**src/include/bgd_pkg.sv**
```systemverilog
// shared constants, pin map and state types of the bridge gate drive block
package bgd_pkg;

  // ****************************************
  // clock and timing
  // ****************************************
  localparam int CLK_MHZ = 50;
  localparam int DEAD_GAP_NS = 300;
  localparam int DEAD_CYCLES_I = (DEAD_GAP_NS * CLK_MHZ + 999) / 1000;
  localparam int GAP_W = 5;
  localparam logic [GAP_W-1:0] DEAD_CYCLES = GAP_W'((DEAD_CYCLES_I < 1) ? 1 : DEAD_CYCLES_I);
  localparam int FAULT_CLEAR_US = 1000;
  localparam int CLEAR_W = 24;
  localparam logic [CLEAR_W-1:0] FAULT_CLEAR_CYCLES = CLEAR_W'(FAULT_CLEAR_US * CLK_MHZ);
  localparam logic [CLEAR_W-1:0] CLEAR_ONE = 24'h000001;

  // ****************************************
  // pin map of the synchronised inputs
  // ****************************************
  localparam int N_PHASE = 3;
  localparam int N_PIN = 11;
  localparam int PIN_HI = 0;
  localparam int PIN_LO = 3;
  localparam int PIN_AUX = 6;
  localparam int PIN_LB_TRIP = 7;
  localparam int PIN_GF_TRIP = 8;
  localparam int PIN_AUX_TRIP = 9;
  localparam int PIN_EN = 10;

  // ****************************************
  // state types and reset values
  // ****************************************
  typedef struct packed {
    logic hi_r;
    logic lo_r;
    logic last_hi_r;
    logic [GAP_W-1:0] gap_r;
  } bgd_chan_st_t;

  typedef struct packed {
    logic [N_PIN-1:0] s1_r;
    logic [N_PIN-1:0] s2_r;
    logic [N_PIN-1:0] s3_r;
    logic [N_PIN-1:0] filt_r;
    logic fault_r;
    logic [CLEAR_W-1:0] cnt_r;
    logic aux_r;
    logic dis_r;
  } bgd_top_st_t;

  localparam bgd_chan_st_t CHAN_RST = '{hi_r: 1'b0, lo_r: 1'b0, last_hi_r: 1'b0,
                                        gap_r: DEAD_CYCLES};
  localparam bgd_top_st_t TOP_RST = '0;

endpackage : bgd_pkg

```
**src/include/bgd_phase_if.sv**
```systemverilog
// carrier between the protection top and one phase channel
`timescale 1ns/1ps
interface bgd_phase_if;
  logic hi_cmd;
  logic lo_cmd;
  logic block;
  logic hi_gate;
  logic lo_gate;

  modport drv (
    output hi_cmd,
    output lo_cmd,
    output block,
    input hi_gate,
    input lo_gate
  );

  modport chan (
    input hi_cmd,
    input lo_cmd,
    input block,
    output hi_gate,
    output lo_gate
  );
endinterface : bgd_phase_if

```
**src/verilog/bgd_phase_chan.sv**
```systemverilog
// one half-bridge phase: shoot-through lockout and minimum dead gap
`timescale 1ns/1ps
module bgd_phase_chan (
  input wire logic clock,
  input wire logic nrst,
  bgd_phase_if.chan ph
);

  bgd_pkg::bgd_chan_st_t st_r;
  bgd_pkg::bgd_chan_st_t st_nxt;
  logic want_hi;
  logic want_lo;
  logic gap_ok_hi;
  logic gap_ok_lo;

  // ****************************************
  // next state
  // ****************************************
  always_comb begin
    // both commands together give neither output
    want_hi = ph.hi_cmd & ~ph.lo_cmd & ~ph.block;
    want_lo = ph.lo_cmd & ~ph.hi_cmd & ~ph.block;
    // same-side retrigger needs no gap; partner needs the full gap
    gap_ok_hi = st_r.last_hi_r | (st_r.gap_r == bgd_pkg::DEAD_CYCLES);
    gap_ok_lo = ~st_r.last_hi_r | (st_r.gap_r == bgd_pkg::DEAD_CYCLES);
    st_nxt = st_r;
    st_nxt.hi_r = want_hi & ~st_r.lo_r & (st_r.hi_r | gap_ok_hi);
    st_nxt.lo_r = want_lo & ~st_r.hi_r & (st_r.lo_r | gap_ok_lo);
    if (st_nxt.hi_r | st_nxt.lo_r) begin
      st_nxt.gap_r = '0;
      st_nxt.last_hi_r = st_nxt.hi_r;
    end else if (st_r.gap_r != bgd_pkg::DEAD_CYCLES) begin
      // saturating count of cycles with both off
      st_nxt.gap_r = st_r.gap_r + 5'h01;
    end
  end

  always_ff @(posedge clock or negedge nrst) begin
    if (!nrst) begin
      st_r <= bgd_pkg::CHAN_RST;
    end else begin
      st_r <= st_nxt;
    end
  end

  assign ph.hi_gate = st_r.hi_r;
  assign ph.lo_gate = st_r.lo_r;
endmodule : bgd_phase_chan

```
**src/verilog/bgd_gate_drive.sv**
```systemverilog
// three-phase gate drive protection top: input sync, trip latch, clear timer
`timescale 1ns/1ps
module bgd_gate_drive #(
  parameter logic [bgd_pkg::CLEAR_W-1:0] CLEAR_CYCLES = bgd_pkg::FAULT_CLEAR_CYCLES
) (
  input wire logic clock,
  input wire logic nrst,
  input wire logic [2:0] high_side_command,
  input wire logic [2:0] low_side_command,
  input wire logic aux_command_in,
  input wire logic low_bus_trip,
  input wire logic ground_fault_trip,
  input wire logic aux_overcurrent_trip,
  input wire logic fault_enable_in,
  output logic fault_enable_out,
  output logic fault_enable_oe,
  output logic clear_timer_node_out,
  output logic clear_timer_node_oe,
  output logic [2:0] high_side_gate_out,
  output logic [2:0] low_side_gate_out,
  output logic aux_gate_out
);

  localparam logic [bgd_pkg::CLEAR_W-1:0] CLEAR_LAST = CLEAR_CYCLES - bgd_pkg::CLEAR_ONE;

  bgd_pkg::bgd_top_st_t st_r;
  bgd_pkg::bgd_top_st_t st_nxt;
  logic [bgd_pkg::N_PIN-1:0] pins;
  logic [bgd_pkg::N_PIN-1:0] differ;
  logic trip_any;
  logic enabled;
  logic block;

  // ****************************************
  // pin gathering and qualified levels
  // ****************************************
  assign pins = {fault_enable_in, aux_overcurrent_trip, ground_fault_trip, low_bus_trip,
                 aux_command_in, low_side_command, high_side_command};
  assign differ = st_r.s2_r ^ st_r.s3_r;

  // any of the three sources trips the bridge
  assign trip_any = st_r.filt_r[bgd_pkg::PIN_LB_TRIP] |
                    st_r.filt_r[bgd_pkg::PIN_GF_TRIP] |
                    st_r.filt_r[bgd_pkg::PIN_AUX_TRIP];
  // the line reads low while we pull it, so our own fault also disables
  assign enabled = st_r.filt_r[bgd_pkg::PIN_EN];
  assign block = trip_any | st_r.fault_r | ~enabled;

  // ****************************************
  // next state
  // ****************************************
  always_comb begin
    st_nxt = st_r;
    // three-stage sync; level moves once stages two and three agree
    st_nxt.s1_r = pins;
    st_nxt.s2_r = st_r.s1_r;
    st_nxt.s3_r = st_r.s2_r;
    st_nxt.filt_r = (st_r.s3_r & ~differ) | (st_r.filt_r & differ);

    // fault latch and clear counter
    if (trip_any) begin
      st_nxt.fault_r = 1'b1;
      st_nxt.cnt_r = '0;
    end else if (st_r.fault_r) begin
      if (st_r.cnt_r >= CLEAR_LAST) begin
        st_nxt.fault_r = 1'b0;
        st_nxt.cnt_r = '0;
      end else begin
        st_nxt.cnt_r = st_r.cnt_r + bgd_pkg::CLEAR_ONE;
      end
    end

    // timer node held discharged only while a trip is present
    st_nxt.dis_r = trip_any;
    st_nxt.aux_r = st_r.filt_r[bgd_pkg::PIN_AUX] & ~block;
  end

  always_ff @(posedge clock or negedge nrst) begin
    if (!nrst) begin
      st_r <= bgd_pkg::TOP_RST;
    end else begin
      st_r <= st_nxt;
    end
  end

  // ****************************************
  // pin drivers
  // ****************************************
  // open drain: only ever drive low
  assign fault_enable_out = 1'b0;
  assign fault_enable_oe = st_r.fault_r;
  assign clear_timer_node_out = 1'b0;
  assign clear_timer_node_oe = st_r.dis_r;
  assign aux_gate_out = st_r.aux_r;

  // ****************************************
  // phase channels
  // ****************************************
  generate
    for (genvar g = 0; g < bgd_pkg::N_PHASE; g++) begin : g_phase
      bgd_phase_if ph ();
      assign ph.hi_cmd = st_r.filt_r[bgd_pkg::PIN_HI + g];
      assign ph.lo_cmd = st_r.filt_r[bgd_pkg::PIN_LO + g];
      assign ph.block = block;
      bgd_phase_chan u_chan (
        .clock(clock),
        .nrst(nrst),
        .ph(ph.chan)
      );
      assign high_side_gate_out[g] = ph.hi_gate;
      assign low_side_gate_out[g] = ph.lo_gate;
    end
  endgenerate
endmodule : bgd_gate_drive

```
**config.mk**
```make
export PLATFORM = sky130hd
export DESIGN_NAME = bgd_gate_drive
export DESIGN_NICKNAME = d
export VERILOG_FILES = /design/src/include/bgd_pkg.sv /design/src/include/bgd_phase_if.sv /design/src/verilog/bgd_phase_chan.sv /design/src/verilog/bgd_gate_drive.sv
export SDC_FILE = /design/constraint.sdc
export NUM_CORES = 1
export LEC_CHECK = 0
export ABC_AREA = 0
export BUFFER_PORTS_ARGS = -buffer_cell sky130_fd_sc_hd__buf_2
export CORE_UTILIZATION = 54
export DETAILED_ROUTE_END_ITERATION = 8
export PLACE_DENSITY = 0.75
export RECOVER_POWER = 100
export SLEW_MARGIN = 30
export SYNTH_ARGS = -nofsm -noshare
export SYNTH_HDL_FRONTEND = slang
export SYNTH_SLANG_ARGS = --single-unit
export TNS_END_PERCENT = 30
```
**constraint.sdc**
```tcl
create_clock -name clock -period 1.75 [get_ports clock]
set_input_delay 0.35 -clock clock [delete_from_list [all_inputs] [get_ports clock]]
set_output_delay 0.35 -clock clock [all_outputs]
set_load 0.02 [all_outputs]
```
==> results of run 1 <==
-- Yosys cell counts (2+ instances only) --
cell type	n	share of area, %
a21o_1	3	0.60
a21oi_1	8	1.1
a31oi_1	5	0.83
and3_1	15	2.5
buf_4	8	1.6
buf_6	2	0.60
clkbuf_1	6	0.60
dfrtp_1	83	55
dfstp_2	12	8.4
ha_1	7	2.3
inv_1	8	0.80
maj3_1	11	2.9
mux2i_1	4	1.1
nand2_1	12	1.2
nand2b_1	2	0.33
nand3_1	13	1.7
nand4_1	2	0.33
nand4b_1	4	0.93
nor2_1	42	4.2
nor2b_1	3	0.50
nor3_1	5	0.67
nor3_4	2	0.87
nor4_1	2	0.33
nor4_2	2	0.67
o21ai_0	9	1.2
o21ai_1	7	0.93
o2bb2ai_1	2	0.47
or3_1	6	1.0
xnor2_1	3	0.70
xor2_1	6	1.4
-- cell type report --
class	instances	area, sq um
fillers	495	2230
inverters	9	33.8
repair buffers	54	378
flip-flops and latches	95	2390
multi-input cells	193	1420
clock buffers	10	138
clock inverters	6	66.3
well taps	80	100
-- worst min path at each step --
stage	startpoint	endpoint	cells past startpoint
CTS	low_side_command[1]	st_nxt[53]$_DFF_PN0_	1
detailed placement	st_nxt[50]$_DFF_PN0_	st_nxt[39]$_DFF_PN0_	0
global route	low_side_command[0]	st_nxt[52]$_DFF_PN0_	1
finish	low_side_command[0]	st_nxt[52]$_DFF_PN0_	1
global placement	st_nxt[56]$_DFF_PN0_	st_nxt[45]$_DFF_PN0_	0
floorplan	nrst	asynchronous set/reset pin	0
-- through the flow --
| stage | utilization (%) | power, uW | TNS (ns) | instance area [sq um] | hold slack (ns) |
|---|---|---|---|---|---|
| floorplan | - | 3360 | 0 | 3790 | 0.0544 |
| global placement | 61.3 | 3550 | -0.382 | 4140 | 0.333 |
| detailed placement | 61.3 | 3630 | -1.17 | 4140 | 0.335 |
| CTS | 64.6 | 5110 | -1.35 | 4360 | 0.0730 |
| global route | 67.0 | 5410 | -4.00 | 4530 | 0.0732 |
| finish | 67.0 | 5080 | -1.52 | 4530 | 0.0926 |
-- repair_timing --
| item | CTS | global route |
|---|---|---|
| hold buffers | 1 | 0 |
| setup buffers | 0 | 2 |
| cloned | 0 | 1 |
| pin swaps | 5 | 15 |
| hold endpoints to repair | 22 | 0 |
| setup endpoints to repair | 24 | 34 |
| resized for setup | 4 | 39 |
-- power groups by stage --
stage	Combinational (uW)	Clock, uW	Sequential (uW)
detailed placement	853	0	2780
global placement	791	0	2760
floorplan	616	0	2740
global route	1060	1580	2770
finish	894	1440	2740
CTS	864	1500	2740
-- cells by family after synthesis --
kind of cell,count (synthesis)
DFF,95
and+or+nand+nor,118
AOI/OAI and AO/OA,41
xor gates and xnor gates,9
muxes,4
other,1
buffers and inverters,25
adders and majority gates,18
-- routing by layer --
layer  up-vias  part of all wire, %  global-route usage [%]
li1       1184                    -                       -
met1      1240                   46                    27.8
met2        52                   49                    32.1
met3        12                  3.3                    4.77
met4         0                  2.2                    9.55
met5         -                    0                       0
==> metrics.cfg, run 1 <==
[clock_network]
clk_latency_ns=0.36
cts_root_buf=clkbuf_8
cts.htree.levels=3
path_clk_slew_ns=0.09
cts_buffers=9
cts.sinks=95
tritoncts=done
cts_buffer_depth=2

[setup_path]
reg2reg_from=st_r[3]$_DFFE_PN0P_
path_common_cell=buf_6
crit_chain=ha_4 > nand3_2 > a2111o_1 > nand4_4 > buf_6 > buf_6 > nor3_4 > a211o_1
crit_end=st_r[5]$_DFFE_PN0P_
slowest_delay_ns=0.51
reg2reg_to=st_r[5]$_DFFE_PN0P_
critPathLaunchType=flop
critPathArrivalTime_ns=2.24
ff2ff_path_depth=8
required_ns=2.00
critical-path-top-delay-family=compound AO/OA/AOI/OAI gates
critPathKind=reg -> reg
crit_slowest_cell=a2111o_1
cp-startpoint=st_r[3]$_DFFE_PN0P_
crit_buf_inv=2
rrSetupSlack_ns=-0.25
cp_max_fo=6
crit_path_end_kind=flop
cp.depth=8

[logic_synthesis]
synthAdderAreaFrac_pct=5.26
synthDistinctLibCells=47
synth_seq_cells=95
avgSynthCellArea_sq_um=12.1
synth_edf_count=0
synth_xor_xnor_area_share_pct=2.10
async_reset_ff_share_pct=100
seq_area_frac_synth_pct=63.7
yosys_warnings=0
ys.flop_type=dfrtp_1
syn_inst=311
synth_top_family_by_area=simple AND/OR/NAND/NOR gates
syn_area_sq_um=3760
synthMuxAreaShare_pct=1.07
synth-simple-area-share_pct=17.3
synth_compound_area_share_pct=6.80

[floorplan]
die_y_um=85.4
core_area_sq_um=6760
die_w_um=85.4
ioPinCount=24
die_area_sq_um=7290
start_util_pct=55.6
row_count=30

[sta]
fmax_mhz=501
clock_skew_ns=0.00825
fin_ws_ns=-0.245
final_max_slew_viol_count=0
setup_violations=15
grt_setup_unrepaired=true
min_period_ns=2.00
hold_viol=0
finalCritPeriodShare_pct=114
worstMarginPinSlew_ns=0.846
slew_headroom_pct=43.6

[global_route]
overflow=0
grt_max_degree=37
grt_antenna_before_repair=0
grt_pass1_vias=2511
grtUsageTotal_pct=20.6
grt_pass1_wl_mm=11.5

[placed_design]
hpwl_mm=4.48
post-place-ws_ns=-0.144
numPortBuffers=21
place_congestion=0.907
placedCellCount=427

[power_and_ir_drop]
leakage_uw=0.00207
power.internal_uw=3710
combPwrFrac_pct=17.6
swShare_pct=27.0
ir_worst_vdd_mv=0.547
power_density_nw_per_um2=1120
switching_power_uw=1370
p_clk_share_pct=28.4
pwr-share-seq_pct=54.0

[routing]
drc=0
antenna_left=0
vias=2488
firstDrtPassIters=4
drt-total-wl_mm=6.77
drt-initial-drc-count=113
viasPerCell=5.57
wl_per_cell_um=15.1

[finish]
antennaDiodeCount=0
final_cell_mix=83 x dfrtp_1, 41 x nor2_1, 26 x buf_4
area_growth_pct=20.6
layout_commonest_cell=dfrtp_1
drive_gt1_share_pct=32.4
final_cell_count_no_fill=447
nNetsFinal=382

[run_status]
outcome=finished, violations left
violations=negative setup slack

[worst_hold_path]
hp-class=in -> reg

[flow_run]
max_cap_violations=0

No activity file was read; power rests on OpenSTA's default activity.
==> inputs of run 2 (changes only) <==
--- a/config.mk
+++ b/config.mk
@@ -7,6 +7,7 @@
 export LEC_CHECK = 0
 export ABC_AREA = 0
 export BUFFER_PORTS_ARGS = -buffer_cell sky130_fd_sc_hd__buf_2
+export CORE_MARGIN = 2
 export CORE_UTILIZATION = 54
 export DETAILED_ROUTE_END_ITERATION = 8
 export PLACE_DENSITY = 0.75
==> run 2 against run 1 <==
The flow still finishes with violations (negative setup slack). Sequential share of layout area increased by 0.94 points. Count of clock-buffer cells in the layout increased by 3. Hold slack got worse by 0.0096 ns. Largest power group unchanged.
==> metrics.cfg, run 2 (same netlist as run 1, synthesis figures left out) <==
[run_status]
outcome=finished, violations left
violations=negative setup slack

[setup_path]
crit_path_end_kind=flop
ff2ff_path_depth=5  ; -3
critPathLaunchType=flop
reg2reg_to=st_r[14]$_DFFE_PN0P_
required_ns=2.05  ; +0.05 ns
slowest_delay_ns=0.55  ; +0.04 ns
crit_slowest_cell=or4_4
cp_max_fo=3  ; -3
crit_chain=or4_4 > nor3_4 > nand3_2 > nor4_2 > o221a_1
rrSetupSlack_ns=-0.11  ; +0.14 ns
cp-startpoint=st_r[23]$_DFFE_PN0P_
crit_end=st_r[14]$_DFFE_PN0P_
critPathArrivalTime_ns=2.16  ; -0.08 ns
critPathKind=reg -> reg
reg2reg_from=st_r[23]$_DFFE_PN0P_

[floorplan]
ioPinCount=24  ; unchanged
start_util_pct=55.6  ; unchanged
core_area_sq_um=6760  ; unchanged
die_y_um=87.4  ; +2.3%
die_area_sq_um=7640  ; +4.7%
row_count=30  ; unchanged
die_w_um=87.4  ; +2.3%

[power_and_ir_drop]
leakage_uw=0.00198  ; -4.0%
power_density_nw_per_um2=1140  ; +2.0%
total_power_uw=5090  ; +0.25%
ir_worst_vdd_mv=0.568  ; +3.8%

[sta]
clock_skew_ns=0.0110  ; +0.00273 ns
setup_violations=15  ; unchanged
min_period_ns=1.86  ; -0.138 ns
worstMarginPinSlew_ns=0.989  ; +0.143 ns
fin_ws_ns=-0.107  ; +0.138 ns
final_max_slew_viol_count=0  ; unchanged
hold_viol=0  ; unchanged
grt_setup_unrepaired=true
fmax_mhz=538  ; +7.4%
holdWs_ns=0.0830  ; -0.00956 ns
slew_headroom_pct=34.1  ; -9.5 points
finalCritPeriodShare_pct=106  ; -7.9 points

[finish]
post-route-util_pct=65.9  ; -1.2 points
nNetsFinal=378  ; -1.0%
drive_gt1_share_pct=28.1  ; -4.3 points
area_growth_pct=18.5
final_cell_mix=83 x dfrtp_1, 41 x nor2_1, 26 x buf_4
antennaDiodeCount=0  ; unchanged
final_cell_count_no_fill=443  ; -0.89%
finalInstanceArea_sq_um=4450  ; -1.7%
layout_commonest_cell=dfrtp_1
fill_cells=490  ; -1.0%

[global_route]
grtUsageTotal_pct=18.9  ; -1.7 points
overflow=0  ; unchanged
grt_max_degree=41  ; +11%
grt_pass1_vias=2376  ; -5.4%
grt_antenna_before_repair=0  ; unchanged
grt_pass1_wl_mm=10.9  ; -4.7%

[placed_design]
hpwl_mm=4.47  ; -0.31%
numPortBuffers=21  ; unchanged
place_congestion=0.838  ; -7.6%
dpl_cell_area_sq_um=4110  ; -0.60%
placedCellCount=422  ; -1.2%

[clock_network]
tritoncts=done
clk_latency_ns=0.36  ; about the same
cts_root_buf=clkbuf_8
cts_buffer_depth=2  ; unchanged
cts_buffers=9  ; unchanged
cts.sinks=95  ; unchanged
path_clk_slew_ns=0.09  ; about the same
cts.htree.levels=3  ; unchanged

[routing]
drt-initial-drc-count=176  ; +56%
drt-total-wl_mm=6.69  ; -1.2%
vias=2427  ; -2.5%
viasPerCell=5.48  ; -1.6%
firstDrtPassIters=4  ; unchanged
drc=0  ; unchanged
antenna_left=0  ; unchanged
wl_per_cell_um=15.1  ; -0.33%

[flow_run]
max_cap_violations=0  ; unchanged

[worst_hold_path]
hp-class=in -> reg

-- run 2: cell count changes in the layout (fill, tap and decap cells not counted), moves of 2 or more --
cell / previous run / this run
and3_4: 2 / 4
o21ai_2: 6 / 1
clkinv_2: 2 / 0
clkbuf_2: 1 / 3
nand3_4: 3 / 0
buf_6: 6 / 0
o21ai_1: 7 / 10
ha_4: 1 / 4
nand3_1: 5 / 7
buf_2: 20 / 11
o21ai_0: 3 / 5
and3_1: 15 / 12
clkbuf_1: 0 / 11
ha_1: 3 / 1
-- run 2: worst min-delay path by stage --
stage                                    start                         end  cells after the start
after detailed placement  st_nxt[55]$_DFF_PN0_        st_nxt[44]$_DFF_PN0_                      0
after CTS                       aux_command_in        st_nxt[55]$_DFF_PN0_                      1
final                           aux_command_in        st_nxt[55]$_DFF_PN0_                      1
after floorplan                           nrst  asynchronous set/reset pin                      0
after global placement    st_nxt[54]$_DFF_PN0_        st_nxt[43]$_DFF_PN0_                      0
after global routing            aux_command_in        st_nxt[55]$_DFF_PN0_                      1
-- run 2: power by group --
group          leakage (uW)  total (uW)  switching (uW)  internal (uW)
Clock             0.0000946        1350             740            609
Sequential          0.00117        2760             199           2560
Combinational      0.000719         977             469            508
-- run 2: final cells by class --
cell class	instances	area, sq um	share of cell area (%)
flip-flops and latches	95	2390	53.8
inverters	9	33.8	0.759
repair buffers	51	329	7.40
well taps	80	100	2.25
multi-input cells	192	1410	31.7
clock inverters	3	26.3	0.591
clock buffers	13	159	3.57
-- run 2: through the flow --
step	setup WS (ns)	TNS [ns]
final	-0.107	-0.862
after global routing	-0.217	-4.10
after CTS	-0.125	-0.911
after detailed placement	-0.120	-0.871
after global placement	-0.0466	-0.0983
after floorplan	0.00150	0
-- run 2: repair_timing --
action | CTS | global route
pin swaps | 14 | 13
gates resized for setup | 12 | 23
hold endpoints to repair | 25 | 0
buffers inserted | 0 | 4
endpoints found under the setup margin | 22 | 34
hold buffers | 1 | 0
-- run 2: critical path: cells and delay by family (launching register included) --
| family | cells | cell delay [ns] |
|---|---|---|
| compound gates | 1 | 0.21 |
| flops | 1 | 0.38 |
| simple gates | 4 | 1.21 |
-- run 2: per-layer routing --
| metal | routed length (um) | GRT usage, % | vias up |
|---|---|---|---|
| met4 | 155 | 9.51 | 0 |
| li1 | - | - | 1170 |
| met5 | 0 | 0 | - |
| met1 | 3150 | 26.6 | 1198 |
| met3 | 232 | 4.08 | 13 |
| met2 | 3150 | 27.9 | 46 |
==> inputs of run 3 (changes only) <==
--- a/config.mk
+++ b/config.mk
@@ -6,11 +6,11 @@
 export NUM_CORES = 1
 export LEC_CHECK = 0
 export ABC_AREA = 0
-export BUFFER_PORTS_ARGS = -buffer_cell sky130_fd_sc_hd__buf_2
 export CORE_MARGIN = 2
-export CORE_UTILIZATION = 54
+export CORE_UTILIZATION = 56
 export DETAILED_ROUTE_END_ITERATION = 8
-export PLACE_DENSITY = 0.75
+export DONT_BUFFER_PORTS = 1
+export PLACE_DENSITY = 0.74
 export RECOVER_POWER = 100
 export SLEW_MARGIN = 30
 export SYNTH_ARGS = -nofsm -noshare
==> run 3 against run 2 <==
The flow finishes with violations (design-rule violations, negative hold slack, negative setup slack). Final area is 0.34% lower. Via count is 1.2% lower. Global-route usage hardly changed. Wire length is 1.7% lower. Utilization is 3.2 points higher. Flip-flop and latch count stayed put. First-iteration DRC count is 34% lower. Combinational power is 10% lower. Register-to-register slack worse by 0.05 ns. Final cell count is 2.7% lower. Count of clock-buffer cells in the layout is 2 lower. Critical endpoint is now st_r[16]$_DFFE_PN0P_.
==> metrics.cfg, run 3 (same netlist as run 1, synthesis figures left out) <==
[run_status]
outcome=finished, violations left
violations=design-rule violations, negative hold slack, negative setup slack

[floorplan]
start_util_pct=58.5  ; +2.9 points
ioPinCount=24  ; unchanged
die_area_sq_um=7380  ; -3.4%
row_count=29  ; -3.3%
die_w_um=85.9  ; -1.7%
die_y_um=85.9  ; -1.7%
core_area_sq_um=6420  ; -4.9%

[sta]
grt_setup_unrepaired=true
fin_setup_tns_ns=-1.10  ; -0.237 ns
setup_violations=11  ; -4
fmax_mhz=523  ; -2.8%
hold_viol=95  ; +95
final_max_slew_viol_count=0  ; unchanged
fin_ws_ns=-0.160  ; -0.0532 ns
holdWs_ns=-0.315  ; -0.398 ns
finalCritPeriodShare_pct=109  ; +3.0 points
clock_skew_ns=0.00502  ; -0.00597 ns
min_period_ns=1.91  ; +0.0532 ns

[clock_network]
path_clk_slew_ns=0.09  ; about the same
cts.sinks=95  ; unchanged
cts_buffer_depth=2  ; unchanged
cts.htree.levels=3  ; unchanged
cts_buffers=9  ; unchanged
tritoncts=done
clk_latency_ns=0.35  ; about the same
cts_root_buf=clkbuf_8

[finish]
fill_cells=428  ; -13%
drive_gt1_share_pct=25.1  ; -3.0 points
final_cell_mix=83 x dfrtp_1, 42 x nor2_1, 30 x buf_4
multiInputGateArea_sq_um=1400  ; -0.44%
final-seq-area_sq_um=2390  ; unchanged
area_growth_pct=18.1
nNetsFinal=369  ; -2.4%
antennaDiodeCount=0  ; unchanged
layout_commonest_cell=dfrtp_1

[setup_path]
critPathKind=reg -> reg
reg2reg_from=st_r[23]$_DFFE_PN0P_
critPathLaunchType=flop
reg2reg_to=st_r[16]$_DFFE_PN0P_
critPathArrivalTime_ns=2.18  ; +0.02 ns
cp_max_fo=7  ; +4
ff2ff_path_depth=7  ; +2
crit_path_end_kind=flop
cp-startpoint=st_r[23]$_DFFE_PN0P_
crit_end=st_r[16]$_DFFE_PN0P_
rrSetupSlack_ns=-0.16  ; -0.05 ns
required_ns=2.02  ; -0.03 ns

[placed_design]
numPortBuffers=0  ; -100%
place_congestion=0.835  ; -0.36%
hpwl_mm=4.18  ; -6.4%

[routing]
drt-initial-drc-count=116  ; -34%
wl_per_cell_um=15.2  ; +1.0%
firstDrtPassIters=6  ; +2
viasPerCell=5.56  ; +1.6%
vias=2398  ; -1.2%
drc=2  ; +2
antenna_left=0  ; unchanged
drt-total-wl_mm=6.57  ; -1.7%

[global_route]
grtUsageMet1_pct=24.9  ; -1.7 points
grt_pass1_vias=2523  ; +6.2%
grt_pass1_wl_mm=11.0  ; +0.26%
grtUsageTotal_pct=18.9  ; about the same
busiest_layer=met2
overflow=0  ; unchanged
grt_max_degree=96  ; +130%
met2_usage_pct=30.1  ; +2.2 points
use_met3_pct=5.49  ; +1.4 points
grt_antenna_before_repair=0  ; unchanged

[power_and_ir_drop]
power_density_nw_per_um2=1110  ; -3.2%
ir_worst_vdd_mv=0.857  ; +51%
total_power_uw=4910  ; -3.5%
leakage_uw=0.00197  ; -0.62%

[worst_hold_path]
hp-class=in -> async

[flow_run]
max_cap_violations=0  ; unchanged

## run 3: power breakdown
group / switching (uW) / internal [uW]
clock: 720 / 556
combinational: 421 / 454
sequential: 194 / 2560
## run 3: worst max-delay path: stages, from the launching register on
cell       delay [ns]
dfrtp_1          0.38
or4_4            0.54
nor3_4           0.14
buf_4            0.14
nand4_4          0.14
buf_4            0.20
o21ai_1          0.15
o2bb2ai_1        0.14
## run 3: per-layer routing
metal / part of all wire [%] / vias to the layer above
met2: 49 / 37
met3: 3.0 / 9
li1: - / 1153
met5: 0 / -
met1: 46 / 1199
met4: 1.3 / 0
## run 3: stage by stage
| stage | instance area, sq um | util [%] | cells | hold WS [ns] | setup slack, ns |
|---|---|---|---|---|---|
| 6_report | 4430 | 69.0 | 431 | -0.315 | -0.160 |
| 5_1_grt | 4430 | 69.0 | 431 | -0.345 | -0.225 |
| 4_1_cts | 4260 | 66.3 | 423 | -0.338 | -0.167 |
| 3_5_place_dp | 3990 | 62.1 | 401 | 0.0566 | -0.156 |
| 3_3_place_gp | 3990 | 62.1 | 401 | 0.0563 | -0.0780 |
| 2_1_floorplan | 3790 | - | 312 | 0.0544 | 0.00150 |
## run 3: final cells by class
type,count,share of cell area [%]
inverter,9,0.762
sequential,95,54.0
tap,77,2.17
clock inverter,5,0.734
multi-input combinational,193,31.6
clock buffer,11,3.19
timing repair buffer,41,7.56
## run 3: how the worst min path moves through the flow
stage                     start                                      to  slack, ns  cells after the start
after global placement     nrst                      st_r[39]$_DFF_PN0_       0.06                      0
after global routing       nrst                      st_r[39]$_DFF_PN0_      -0.34                      0
after detailed placement   nrst              asynchronous set/reset pin       0.06                      0
final                      nrst              asynchronous set/reset pin      -0.32                      0
after floorplan            nrst              asynchronous set/reset pin       0.05                      0
after CTS                  nrst  g_phase[1].u_chan.ph.lo_gate$_DFF_PN0_      -0.34                      0
## run 3: what timing repair did
item	in CTS	in global routing
gates resized for setup	8	23
hold buffers	6	5
pin swaps	6	13
setup buffers	0	2
cloned	0	1
setup endpoints to repair	22	34
hold endpoints to repair	101	100
